[config.mk]
export PLATFORM = sky130hd
export DESIGN_NAME = fault_status_irq_control
export DESIGN_NICKNAME = d
export VERILOG_FILES = /design/src/hdl/fsirq_pkg.sv /design/src/hdl/irq_pin_driver.sv /design/src/hdl/fault_status_irq_control.sv
export VERILOG_INCLUDE_DIRS = /design/src /design/src/hdl
export SDC_FILE = /design/constraint.sdc
export NUM_CORES = 1
export LEC_CHECK = 0
export ABC_AREA = 1
export BUFFER_PORTS_ARGS = -buffer_cell sky130_fd_sc_hd__buf_2
export CORE_ASPECT_RATIO = 1.5
export CORE_MARGIN = 2
export CORE_UTILIZATION = 25
export CTS_BUF_LIST = sky130_fd_sc_hd__clkbuf_8
export CTS_CLUSTER_SIZE = 40
export DETAILED_ROUTE_END_ITERATION = 8
export PLACE_DENSITY = 0.52
export SYNTH_ARGS = -nofsm -noshare
export SYNTH_HDL_FRONTEND = slang
export SYNTH_SLANG_ARGS = --single-unit
[constraint.sdc]
create_clock -name pclk -period 2.69 [get_ports pclk]
set_input_delay 0.1345 -clock pclk [delete_from_list [all_inputs] [get_ports pclk]]
set_output_delay 0.1345 -clock pclk [all_outputs]
set_load 0.03 [all_outputs]
[src/hdl/fsirq_params.svh]
// Offsets, field positions, reset values and timing counts of the fault/status block
`ifndef FSIRQ_PARAMS_SVH
`define FSIRQ_PARAMS_SVH

// Register indices; the APB byte address is four times the index
`define IDX_THERM_SUPPLY 10'h04F
`define IDX_THERM_BROWN 10'h050
`define IDX_CLK_ERR 10'h051
`define IDX_LOW_CONV_HI 10'h052
`define IDX_LOW_CONV_LO 10'h053
`define IDX_HIGH_CONV_HI 10'h054
`define IDX_HIGH_CONV_LO 10'h055
`define IDX_TEMP_CONV 10'h056
`define IDX_HALT_CTRL 10'h05C
`define IDX_PIN_POL 10'h05D
`define IDX_RATIO 10'h060

// Reset values of the writable registers
`define RST_HALT_CTRL 8'h19
`define RST_PIN_POL 8'h80
`define RST_RATIO 8'h0D

// Field positions in the clock/interrupt control register and the pin polarity register
`define CTRL_AUTO_PWR 7
`define CTRL_HALT_OFF 6
`define CTRL_TMO_HI 5
`define CTRL_TMO_LO 3
`define CTRL_CLR 2
`define CTRL_MODE_HI 1
`define CTRL_MODE_LO 0
`define POL_LEVEL 7

// Field reset values, largest legal ratio code and reserved ratio bits
`define RST_TMO 3'h3
`define RST_MODE 2'h1
`define RST_RATIO_CODE 6'h03
`define RATIO_CODE_MAX 6'h0D
`define RATIO_RSVD_BITS 2'h1

// Pin modes
`define MODE_LIVE 2'h0
`define MODE_LATCHED 2'h1
`define MODE_ONE_PULSE 2'h2
`define MODE_REPEAT 2'h3

// Live flag count and timing
`define NUM_FLAGS 15
`define CNT_W 20
`define CLK_MHZ 100
`define PULSE_TIME_US 3000
`define PERIOD_TIME_US 4000
`define PULSE_CYCLES (`PULSE_TIME_US * `CLK_MHZ)
`define PERIOD_CYCLES (`PERIOD_TIME_US * `CLK_MHZ)

`endif

[src/hdl/fsirq_pkg.sv]
// Types shared by the fault/status block and its pin driver
`include "fsirq_params.svh"
package fsirq_pkg;
	// Phase of the timed pin pulse
	typedef enum logic [1:0] {PH_IDLE, PH_PULSE, PH_GAP} pulse_phase_t;

	// Whole state of the pin driver
	typedef struct packed {
		pulse_phase_t phase;
		logic [`CNT_W-1:0] cnt;
		logic pin;
	} drv_state_t;

	// Whole state of the register block
	typedef struct packed {
		logic [`NUM_FLAGS-1:0] live;
		logic [`NUM_FLAGS-1:0] latched;
		logic [11:0] low_code;
		logic [11:0] high_code;
		logic [7:0] temp;
		logic auto_pwr;
		logic halt_off;
		logic [2:0] tmo;
		logic clr;
		logic [1:0] mode;
		logic lvl_low;
		logic [5:0] ratio;
		logic [7:0] prdata;
		logic pready;
		logic pslverr;
	} ctl_state_t;
endpackage

[src/hdl/irq_pin_driver.sv]
// Interrupt pin driver: mode selection, timed pulses and polarity
`timescale 1ns/1ps
`include "fsirq_params.svh"
module irq_pin_driver #(
	parameter int unsigned PULSE_CYCLES = `PULSE_CYCLES,
	parameter int unsigned PERIOD_CYCLES = `PERIOD_CYCLES
) (
	// Clock and reset
	input wire logic pclk,
	input wire logic presetn,
	// Settings
	input wire logic [1:0] mode,
	input wire logic lvl_low,
	// Unmasked conditions
	input wire logic live_any,
	input wire logic latched_any,
	input wire logic live_event,
	// Pin
	output logic pin
);
	fsirq_pkg::drv_state_t st_q; // Registered state
	fsirq_pkg::drv_state_t st_d; // Next state
	logic active; // Pin asserted, before polarity

	// Next state: pulse sequencer and pin level
	always_comb begin
		st_d = st_q;
		active = 1'b0;
		case (st_q.phase)
			fsirq_pkg::PH_IDLE: begin
				// One pulse per event, or a train while anything is latched
				if ((mode == `MODE_ONE_PULSE && live_event) || // RULE17
					(mode == `MODE_REPEAT && latched_any)) begin
					st_d.phase = fsirq_pkg::PH_PULSE;
					st_d.cnt = '0;
				end
			end
			fsirq_pkg::PH_PULSE: begin
				st_d.cnt = st_q.cnt + `CNT_W'(1);
				// Events arriving inside a pulse are absorbed by it
				if (st_q.cnt == `CNT_W'(PULSE_CYCLES - 1)) begin
					st_d.phase = (mode == `MODE_REPEAT) ? fsirq_pkg::PH_GAP : fsirq_pkg::PH_IDLE;
				end
			end
			fsirq_pkg::PH_GAP: begin
				st_d.cnt = st_q.cnt + `CNT_W'(1);
				// Period measured from the start of the last pulse
				if (st_q.cnt == `CNT_W'(PERIOD_CYCLES - 1)) begin
					st_d.cnt = '0;
					st_d.phase = (mode == `MODE_REPEAT && latched_any) ? // RULE17
						fsirq_pkg::PH_PULSE : fsirq_pkg::PH_IDLE;
				end
			end
			default: begin
				st_d.phase = fsirq_pkg::PH_IDLE;
			end
		endcase
		// Level modes never leave the sequencer running
		if (mode == `MODE_LIVE || mode == `MODE_LATCHED) begin
			st_d.phase = fsirq_pkg::PH_IDLE;
		end
		case (mode)
			`MODE_LIVE: active = live_any; // RULE16
			`MODE_LATCHED: active = latched_any; // RULE16
			default: active = (st_d.phase == fsirq_pkg::PH_PULSE); // RULE17
		endcase
		st_d.pin = active ^ lvl_low; // RULE18
	end

	// State register; pin idles high as for the active-low reset polarity
	always_ff @(posedge pclk or negedge presetn) begin
		if (!presetn) begin
			st_q <= '{phase: fsirq_pkg::PH_IDLE, cnt: '0, pin: 1'b1};
		end else begin
			st_q <= st_d;
		end
	end

	assign pin = st_q.pin;
endmodule

[src/hdl/fault_status_irq_control.sv]
// Fault status, conversion readback and interrupt pin control with APB access
//
// Added by the designer: the APB interface to the registers.
`timescale 1ns/1ps
`include "fsirq_params.svh"
// Notes on behaviour
// RULE1: four live over-temperature flags, bits 7-4
// RULE2: regulator and high-supply undervolt; bits 2-1 zero
// RULE3: thermal thresholds two and one, bits 7-6
// RULE4: supply gap low flag in bit 5
// RULE5: brownout active, detected, shutdown in bits 4-2
// RULE6: invalid clock ratio or rate, bit 2
// RULE7: sample rate changed on the fly, bit 1
// RULE8: clock ratio changed on the fly, bit 0
// RULE9: low-supply code split high byte, low nibble
// RULE10: high-supply code split high byte, low nibble
// RULE11: raw temperature code, offset applied by software
// RULE12: auto power by clock presence, reset off
// RULE13: halt detection disable bit, reset enabled
// RULE14: three-bit halt timeout, reset code three
// RULE15: self-clearing write clears all latched flags
// RULE16: pin modes live level and latched level
// RULE17: single pulse per event, repeating pulse train
// RULE18: pin polarity bit, reset active low
// RULE19: manual clock ratio field, reset code three
// RULE20: host avoids reserved ratio codes
// RULE21: live flags track; latched set on rise
// RULE22: status writes ignored, reads have no effects
module fault_status_irq_control #(
	parameter int unsigned PULSE_CYCLES = `PULSE_CYCLES,
	parameter int unsigned PERIOD_CYCLES = `PERIOD_CYCLES
) (
	// Clock and reset
	input wire logic pclk,
	input wire logic presetn,
	// APB slave
	input wire logic psel,
	input wire logic penable,
	input wire logic pwrite,
	input wire logic [11:0] paddr,
	input wire logic [31:0] pwdata,
	input wire logic [3:0] pstrb,
	output logic [31:0] prdata,
	output logic pready,
	output logic pslverr,
	// Live thermal and supply conditions
	input wire logic live_over_temp_a,
	input wire logic live_over_temp_b,
	input wire logic live_over_temp_c,
	input wire logic live_over_temp_d,
	input wire logic live_regulator_undervolt,
	input wire logic live_high_supply_undervolt,
	// Live thermal detection and brownout conditions
	input wire logic live_thermal_thresh_two,
	input wire logic live_thermal_thresh_one,
	input wire logic live_supply_gap_low,
	input wire logic live_brownout_active,
	input wire logic live_brownout_detected,
	input wire logic live_brownout_shutdown,
	// Live audio port clock errors
	input wire logic live_clock_invalid,
	input wire logic live_rate_changed,
	input wire logic live_ratio_changed,
	// Converter results
	input wire logic [11:0] low_supply_code,
	input wire logic [11:0] high_supply_code,
	input wire logic [7:0] die_temp_code,
	// Interrupt mask, one bit per flag, 1 lets it through
	input wire logic [14:0] irq_mask,
	// Settings towards the rest of the device
	output logic clock_auto_power,
	output logic halt_detect_off,
	output logic [2:0] halt_timeout_code,
	output logic [5:0] manual_clock_ratio,
	// Latched flags and their clear
	output logic [14:0] latched_flags,
	output logic latch_clear,
	// Interrupt pin
	output logic irq_pin
);

	////////////////////////////////////////////////////////////////////////////////
	// Declarations

	// Reset image of the whole state
	localparam fsirq_pkg::ctl_state_t RST_ST = '{
		live: '0,
		latched: '0,
		low_code: '0,
		high_code: '0,
		temp: '0,
		auto_pwr: 1'b0, // RULE12
		halt_off: 1'b0, // RULE13
		tmo: `RST_TMO, // RULE14
		clr: 1'b0,
		mode: `RST_MODE, // RULE16
		lvl_low: 1'b1, // RULE18
		ratio: `RST_RATIO_CODE, // RULE19
		prdata: '0,
		pready: 1'b0,
		pslverr: 1'b0
	};

	fsirq_pkg::ctl_state_t st_q; // Registered state
	fsirq_pkg::ctl_state_t st_d; // Next state
	logic [`NUM_FLAGS-1:0] live_vec; // Live inputs in flag order
	logic [`NUM_FLAGS-1:0] rise; // Flags that went up this cycle
	logic [9:0] idx; // Register index from the address
	logic setup; // APB setup phase
	logic wr_en; // Write completes at this edge
	logic [7:0] rd_byte; // Read multiplexer output
	logic mapped; // Address hits a register
	logic live_any; // Any unmasked live flag
	logic latched_any; // Any unmasked latched flag
	logic live_event; // Any unmasked live flag rising

	////////////////////////////////////////////////////////////////////////////////
	// Flag collection

	// Flag order matches the three status registers, high bits first
	assign live_vec = {
		live_over_temp_a, live_over_temp_b, live_over_temp_c, live_over_temp_d,
		live_regulator_undervolt, live_high_supply_undervolt,
		live_thermal_thresh_two, live_thermal_thresh_one, live_supply_gap_low,
		live_brownout_active, live_brownout_detected, live_brownout_shutdown,
		live_clock_invalid, live_rate_changed, live_ratio_changed
	};

	// Edge against the registered copy, so one rise is seen once
	assign rise = live_vec & ~st_q.live; // RULE21
	assign live_any = |(st_q.live & irq_mask);
	assign latched_any = |(st_q.latched & irq_mask);
	assign live_event = |(rise & irq_mask);

	////////////////////////////////////////////////////////////////////////////////
	// Bus decode

	// Only word-aligned addresses map to registers
	assign idx = paddr[11:2];
	assign setup = psel && !penable;
	assign wr_en = psel && penable && st_q.pready && pwrite && pstrb[0];

	// Read image of each register; reserved bits as at reset
	always_comb begin
		rd_byte = 8'h00;
		mapped = (paddr[1:0] == 2'h0);
		case (idx)
			`IDX_THERM_SUPPLY: begin
				rd_byte = {st_q.live[14:11], st_q.live[10], 2'h0, st_q.live[9]}; // RULE1 RULE2
			end
			`IDX_THERM_BROWN: begin
				rd_byte = {st_q.live[8:7], st_q.live[6], st_q.live[5:3], 2'h0}; // RULE3 RULE4 RULE5
			end
			`IDX_CLK_ERR: begin
				rd_byte = {5'h00, st_q.live[2], st_q.live[1], st_q.live[0]}; // RULE6 RULE7 RULE8
			end
			`IDX_LOW_CONV_HI: begin
				rd_byte = st_q.low_code[11:4]; // RULE9
			end
			`IDX_LOW_CONV_LO: begin
				rd_byte = {st_q.low_code[3:0], 4'h0}; // RULE9
			end
			`IDX_HIGH_CONV_HI: begin
				rd_byte = st_q.high_code[11:4]; // RULE10
			end
			`IDX_HIGH_CONV_LO: begin
				rd_byte = {st_q.high_code[3:0], 4'h0}; // RULE10
			end
			`IDX_TEMP_CONV: begin
				// Raw code; degrees are the code minus the fixed offset
				rd_byte = st_q.temp; // RULE11
			end
			`IDX_HALT_CTRL: begin
				rd_byte = {st_q.auto_pwr, st_q.halt_off, st_q.tmo, st_q.clr, st_q.mode};
			end
			`IDX_PIN_POL: begin
				rd_byte = {st_q.lvl_low, 7'h00}; // RULE18
			end
			`IDX_RATIO: begin
				rd_byte = {st_q.ratio, `RATIO_RSVD_BITS}; // RULE19
			end
			default: begin
				mapped = 1'b0;
			end
		endcase
	end

	////////////////////////////////////////////////////////////////////////////////
	// Next state

	always_comb begin
		st_d = st_q;
		// Flags and conversions refresh every cycle, reads never touch them
		st_d.live = live_vec; // RULE21 RULE22
		st_d.low_code = low_supply_code;
		st_d.high_code = high_supply_code;
		st_d.temp = die_temp_code;
		// Set beats clear when a rise meets the clear pulse
		st_d.latched = (st_q.latched & ~{`NUM_FLAGS{st_q.clr}}) | rise; // RULE15 RULE21
		// Clear bit lives one cycle only
		st_d.clr = 1'b0; // RULE15

		// Answer prepared in setup, shown through the access phase
		st_d.pready = setup;
		st_d.pslverr = setup && !mapped;
		if (setup) begin
			st_d.prdata = pwrite ? 8'h00 : rd_byte;
		end

		// Writes land only on the control registers; status is read-only
		if (wr_en && mapped) begin // RULE22
			case (idx)
				`IDX_HALT_CTRL: begin
					st_d.auto_pwr = pwdata[`CTRL_AUTO_PWR]; // RULE12
					st_d.halt_off = pwdata[`CTRL_HALT_OFF]; // RULE13
					st_d.tmo = pwdata[`CTRL_TMO_HI:`CTRL_TMO_LO]; // RULE14
					st_d.clr = pwdata[`CTRL_CLR]; // RULE15
					st_d.mode = pwdata[`CTRL_MODE_HI:`CTRL_MODE_LO]; // RULE16
				end
				`IDX_PIN_POL: begin
					st_d.lvl_low = pwdata[`POL_LEVEL]; // RULE18
				end
				`IDX_RATIO: begin
					// Reserved codes are dropped so the datapath never sees them
					if (pwdata[7:2] <= `RATIO_CODE_MAX) begin // RULE20
						st_d.ratio = pwdata[7:2]; // RULE19
					end
				end
				default: begin
					st_d.ratio = st_q.ratio;
				end
			endcase
		end
	end

	// Whole state register
	always_ff @(posedge pclk or negedge presetn) begin
		if (!presetn) begin
			st_q <= RST_ST;
		end else begin
			st_q <= st_d;
		end
	end

	////////////////////////////////////////////////////////////////////////////////
	// Pin driver

	irq_pin_driver #(
		.PULSE_CYCLES(PULSE_CYCLES),
		.PERIOD_CYCLES(PERIOD_CYCLES)
	) u_pin (
		.pclk(pclk),
		.presetn(presetn),
		.mode(st_q.mode),
		.lvl_low(st_q.lvl_low),
		.live_any(live_any),
		.latched_any(latched_any),
		.live_event(live_event),
		.pin(irq_pin)
	);

	////////////////////////////////////////////////////////////////////////////////
	// Outputs, all from the state register

	assign prdata = {24'h000000, st_q.prdata};
	assign pready = st_q.pready;
	assign pslverr = st_q.pslverr;
	assign clock_auto_power = st_q.auto_pwr;
	assign halt_detect_off = st_q.halt_off;
	assign halt_timeout_code = st_q.tmo;
	assign manual_clock_ratio = st_q.ratio;
	assign latched_flags = st_q.latched;
	assign latch_clear = st_q.clr;
endmodule

Word level (Yosys, flattened, before mapping)
Index checks and enable logic that the tools add are counted.
- register bits: 110
- input port bits: 115
- output and inout bits: 62
- word-level logic and storage cells: 91
- multiplexer cells: 17
- equal/unequal tests: 20
- reduce and logical (&&, ||, !) cells: 25
- order comparisons: 1
- $add $sub $neg: 1
- bitwise operators: 9
- operators with widths (kind ; count):
    10-bit by 7-bit == test with 1-bit output (second input constant) ; 11
    8-bit one-hot mux with 11 select lines ; 1
    15-bit bitwise AND ; 5
    20-bit one-hot mux with 3 select lines ; 1
    15-bit OR reduction ; 3
    22-bit two-way mux ; 2
    20-bit by 19-bit == test with 1-bit output (second input constant) ; 2
    15-bit inverter ; 2
    20-bit by 1-bit adder with 20-bit output (second input constant) ; 1
    15-bit OR ; 1
    6-bit two-way mux ; 2
    11-bit OR reduction ; 1
    10-bit two-way mux ; 1
    1-bit logical AND ; 9
    8-bit two-way mux ; 1
    2-bit by 1-bit == test with 1-bit output (second input constant) ; 3
    2-bit == test (second input constant) ; 3
    6-bit by 4-bit <= comparator with 1-bit output (second input constant) ; 1
    2-bit logical NOT ; 3
    2-bit two-way mux ; 3
    2-bit one-hot mux with 3 select lines ; 1
    2-bit AND reduction ; 3
    1-bit two-way mux ; 3
    3-bit two-way mux ; 1
    other kinds (7) ; 9

Logic depth before layout (Yosys ltp)
- word-level depth: 12
- mapped depth: 16
- depth with buffers taken out: 16

Modules after synthesis
Synthesis repeated with hierarchy kept, for this count alone.
- cell total of the unflattened synthesis: 762
- area total of the unflattened synthesis: 6069.6 um2
- by module, submodules not included (module ; area an instance (um2) ; times used ; cells each):
    fault_status_irq_control ; 4272.8 ; 1 ; 495
    irq_pin_driver ; 1796.7 ; 1 ; 267

Least setup slack after synthesis
OpenSTA, ideal clock, no wires.
- kind: flip-flop to flip-flop
- from: register u_pin.st_q[1] in the netlist's numbering
- to: register u_pin.st_q[8] in the netlist's numbering
- path buffers: 0
- path slack: 0.989 ns
- required time: 2.571 ns
- arrival time: 1.582 ns
- clock period less this slack: 1.701 ns
- cell stages (with the launch flop): 14
- cell sequence: dfrtp_1 ha_1 nand2_1 inv_2 nand2_1 nor2_1 nand3_1 nand2_1 nand2_1 nand2_1 inv_2 nor2_2 a21oi_1 and2_1
- word-level cells in the longest chain between the ends: 3
- elaborated cells between the ends (all ways): 4
- ends and longest elaborated chain (item ; line ; RTL):
    start, declared ; irq_pin_driver.sv:21 ; fsirq_pkg::drv_state_t st_q;
    start signal, assigned ; irq_pin_driver.sv:73 ; st_q <= '{phase: fsirq_pkg::PH_IDLE, cnt: '0, pin: 1'b1};
    start signal, assigned ; irq_pin_driver.sv:75 ; st_q <= st_d;
    20-bit by 1-bit adder with 20-bit output or 20-bit by 19-bit == test with 1-bit output (tied branches) ; irq_pin_driver.sv:39, irq_pin_driver.sv:46, irq_pin_driver.sv:48 ;
    22-bit two-way mux ; irq_pin_driver.sv:48 ; if (st_q.cnt == `CNT_W'(PERIOD_CYCLES - 1)) begin
    20-bit one-hot mux with 3 select lines (*) ; irq_pin_driver.sv:29 ; case (st_q.phase)
Mark *: on every way between the ends. The rest lies on a longest branch, timed or not.
A chain may end at the register's enable or synchronous reset.

Worst setup path after layout
- from: register st_q (netlist bit latched_flags[10])
- to: register u_pin.st_q[8] in the netlist's numbering
- word-level cells in the longest chain between the ends: 6
- ends and longest elaborated chain (item ; line ; RTL):
    start, declared ; fault_status_irq_control.sv:104 ; fsirq_pkg::ctl_state_t st_q;
    start signal, assigned ; fault_status_irq_control.sv:241 ; st_q <= st_d;
    15-bit bitwise AND ; fault_status_irq_control.sv:132 ; assign latched_any = |(st_q.latched & irq_mask);
    15-bit OR reduction ; fault_status_irq_control.sv:132 ;
    1-bit logical AND ; irq_pin_driver.sv:33 ; (mode == `MODE_REPEAT && latched_any)) begin
    1-bit logical OR ; irq_pin_driver.sv:32 ; if ((mode == `MODE_ONE_PULSE && live_event) ||
    2-bit by 1-bit inequality test with 1-bit output (no line) ; - ;
    2-bit AND reduction (no line) ; - ;
Every way passes these cells.

==> reports/results.txt <==
Status - finished, final reports clean
Chip width - 128.3 um
Crit path top cell by count - nand2_1
Post-route setup slack - 0.4749 ns
FFs w/ async S/R, synth - 1.000
Vias/cell - 4.402
Switch share - 0.2818
Max_cap viols - 0
Pin count of the biggest net entering global routing - 48
Synth Warn # - 0
Post-synth top flop - dfrtp_1
Combinational Power Share - 0.112
Internal power - 0.002175 W
Worst Reg-to-Reg Cells - 11
Post-route ant nets - 0
Hold Path Depth - 3
Total grt overflow - 0
Skew-Pair Late Insertion Delay - 0.40 ns
Final Wtd Congestion - 0.8314
Synth unique cells - 40
Worst clock skew - 0.02312 ns
Postcts setup bufs - 0
Pwr dens - 421.5 nW/um^2
Dpl ws - 0.5114 ns
Avg Inst Size Synth - 8.184 sq um
Reg2Reg Capture Point - u_pin.st_q[8]
Post-DP HPWL - 13,870 um
Fin crit share - 0.8235
Setup CP Type - reg2reg
Bufs on Longest Clock Path - 2
Setup-failing EPs final - 0
Req. time, crit path - 2.99 ns
Finished Core Util - 0.3139
Die Footprint - 24,440 sq um
Antenna violations before repair - 1
Sequential fraction of the synthesis area - 0.4766
CP max FO - 22
Drt pass-1 iters - 4
Routed via count - 5,062
Minimum clock period - 2.215 ns
P&R area growth vs syn - 23.97%
RSZ-0062 raised after global routing - false
Mapped Cells - 708
Core area - 22,890 sq um
Critical path's slowest cell - dfrtp_1
Leak - 3.661 nW
Hold Crit Start - pwdata[5]
PortBufs - 125
Sequential share of power - 0.564
IR drop worst, VDD - 0.0001936 V
Clk slew on worst S/H paths - 0.12 ns
Residual DRC - 0
Most common cell after layout, fill and taps aside - nand2_1
Vias in the first global route - 5,147
Clock Power Share - 0.325
First-pass GRT wire length - 27,340 um
Chip height - 190.5 um
Total global-route track usage - 0.1492
Proportion of layout cells with a drive suffix above 1 - 0.2255
EDFF count, synth - 0
Slew Limit Fails - 0
Min-Delay Path Class - in2reg
CTS Buf Count - 9
Reg-to-reg slack, setup - 0.47 ns
#FFs+latches synth - 110
Commonest cells after routing, fill and taps aside - nand2_1, buf_2, dfrtp_1
Max_slew headroom - 0.5635
Initial Util - 0.2532
Hold Vio Cnt, Final - 0
Mapped Area - 5794 sq um
Net switching power - 0.0008532 W
Max incr delay on CP - 0.44 ns
# nets final - 984
Power, Total - 0.003028 W
Critical path cell sequence - nand2_1 -> nand2_1 -> nor2_1 -> nand2_1 -> o21ai_1 -> nand3_1 -> nand2_2 -> inv_2 -> nand2_1 -> o21ai_0 -> and2_1
Clock net sink count - 110
H-tree depth - 3
Post-Route WL - 17,700 um
DR iter-0 viols - 213
Hold Path End - halt_timeout_code[2]
CTS tree - yes
# rows - 68
Num ports - 177
Maximum clock rate - 451.4 MHz
CP endpoint kind - flip-flop
Root Buffer - clkbuf_8
Worst-Margin Slew - 0.6547 ns
Wire length per cell - 15.39 um
RR Startpoint - latched_flags[10]
Worst Setup Start Kind - flip-flop
Setup TNS - 0 ns
Worst Path Arrival - 2.52 ns
worst max-delay path by stage:
stage | from | end | slack (ns) | cells after the start
6_report | latched_flags[10] | u_pin.st_q[8] | 0.47 | 11
3_3_place_gp | latched_flags[12] | u_pin.st_q[8] | 0.54 | 11
3_5_place_dp | latched_flags[12] | u_pin.st_q[8] | 0.51 | 11
5_1_grt | latched_flags[11] | u_pin.st_q[8] | 0.20 | 11
2_1_floorplan | u_pin.st_q[1] | u_pin.st_q[8] | 0.99 | 13
4_1_cts | latched_flags[12] | u_pin.st_q[8] | 0.50 | 11
kinds of logic after synthesis:
logic type / Yosys count / share of synthesized area
adder cells (fa/ha/maj): 5 / 0.01080
flip-flops: 110 / 0.4766
buffers and inverters: 173 / 0.1514
other: 1 / 0.0006472
XOR/XNOR: 3 / 0.004535
AO/OA/AOI/OAI: 102 / 0.1097
AND/OR/NAND/NOR: 314 / 0.2464
worst max-delay path: cells and delay by family, from the launching register on:
kind / cells / cell delay [ns]
flip-flops: 1 / 0.44
buffers and inverters: 1 / 0.25
AND/OR/NAND/NOR: 8 / 1.13
AO/OA/AOI/OAI: 2 / 0.29
metrics by stage:
step                      area (sq um)  instances  hold WS [ns]
after floorplan                   5881        731       -0.1611
after global placement            6445       1078        0.2005
after detailed placement          6445       1078        0.2081
after CTS                         7181       1149       0.01282
after global routing              7181       1149       0.02349
final                             7183       1150       0.03085
power by group through the flow:
stage / sequential [W] / clock, W / combinational (W)
after global placement: 0.00174 / 0 / 0.000278
after CTS: 0.00171 / 0.00102 / 0.000341
after floorplan: 0.00174 / 0 / 0.000148
final: 0.00171 / 0.000983 / 0.000338
after detailed placement: 0.00174 / 0 / 0.000279
after global routing: 0.00171 / 0.00108 / 0.000375
synthesized netlist by cell type (4+ instances only):
cell,instances,share of area
dfstp_2,7,0.032
dfrtp_1,103,0.44
nor3_1,11,0.0095
nand2_1,149,0.097
o21ai_1,21,0.018
a21oi_1,33,0.029
buf_4,56,0.073
nand3b_1,4,0.0052
ha_1,5,0.011
o22ai_1,8,0.0086
inv_1,81,0.052
o21ai_0,8,0.0069
a22o_1,16,0.024
nand4_1,20,0.022
inv_2,27,0.017
nor2_1,56,0.036
nand3_1,57,0.049
o21ai_2,7,0.011
layout make-up:
class,instances,area (sq um)
Fill cell,2403,15700
Sequential cell,110,2761
Multi-Input combinational cell,448,2242
Timing Repair Buffer,185,1229
Inverter,110,412.9
Tap cell,280,350.3
Clock buffer,9,123.9
Clock inverter,7,61.31
Antenna cell,1,2.502
state kept, by name, summed over array words and instances (netlist names):
register and flops:
st_q 50, pslverr 1, pready 1, u_pin.st_q 22, halt_timeout_code 3, manual_clock_ratio 6, u_pin.pin 1, latch_clear 1
clock_auto_power 1, latched_flags 15, prdata 8, halt_detect_off 1
routing by layer:
metal,vias up,wire length (um),global-route usage
met5,-,0,0
met1,2353,6800,0.1604
met3,28,793,0.02722
li1,2537,-,-
met4,0,613,0.06720
met2,144,9494,0.2793
timing repair:
action | CTS | global route
hold buffers | 55 | 0
endpoints found under the hold margin | 107 | 0
resized for setup | 0 | 0
Power figures use the tool's default switching activity.
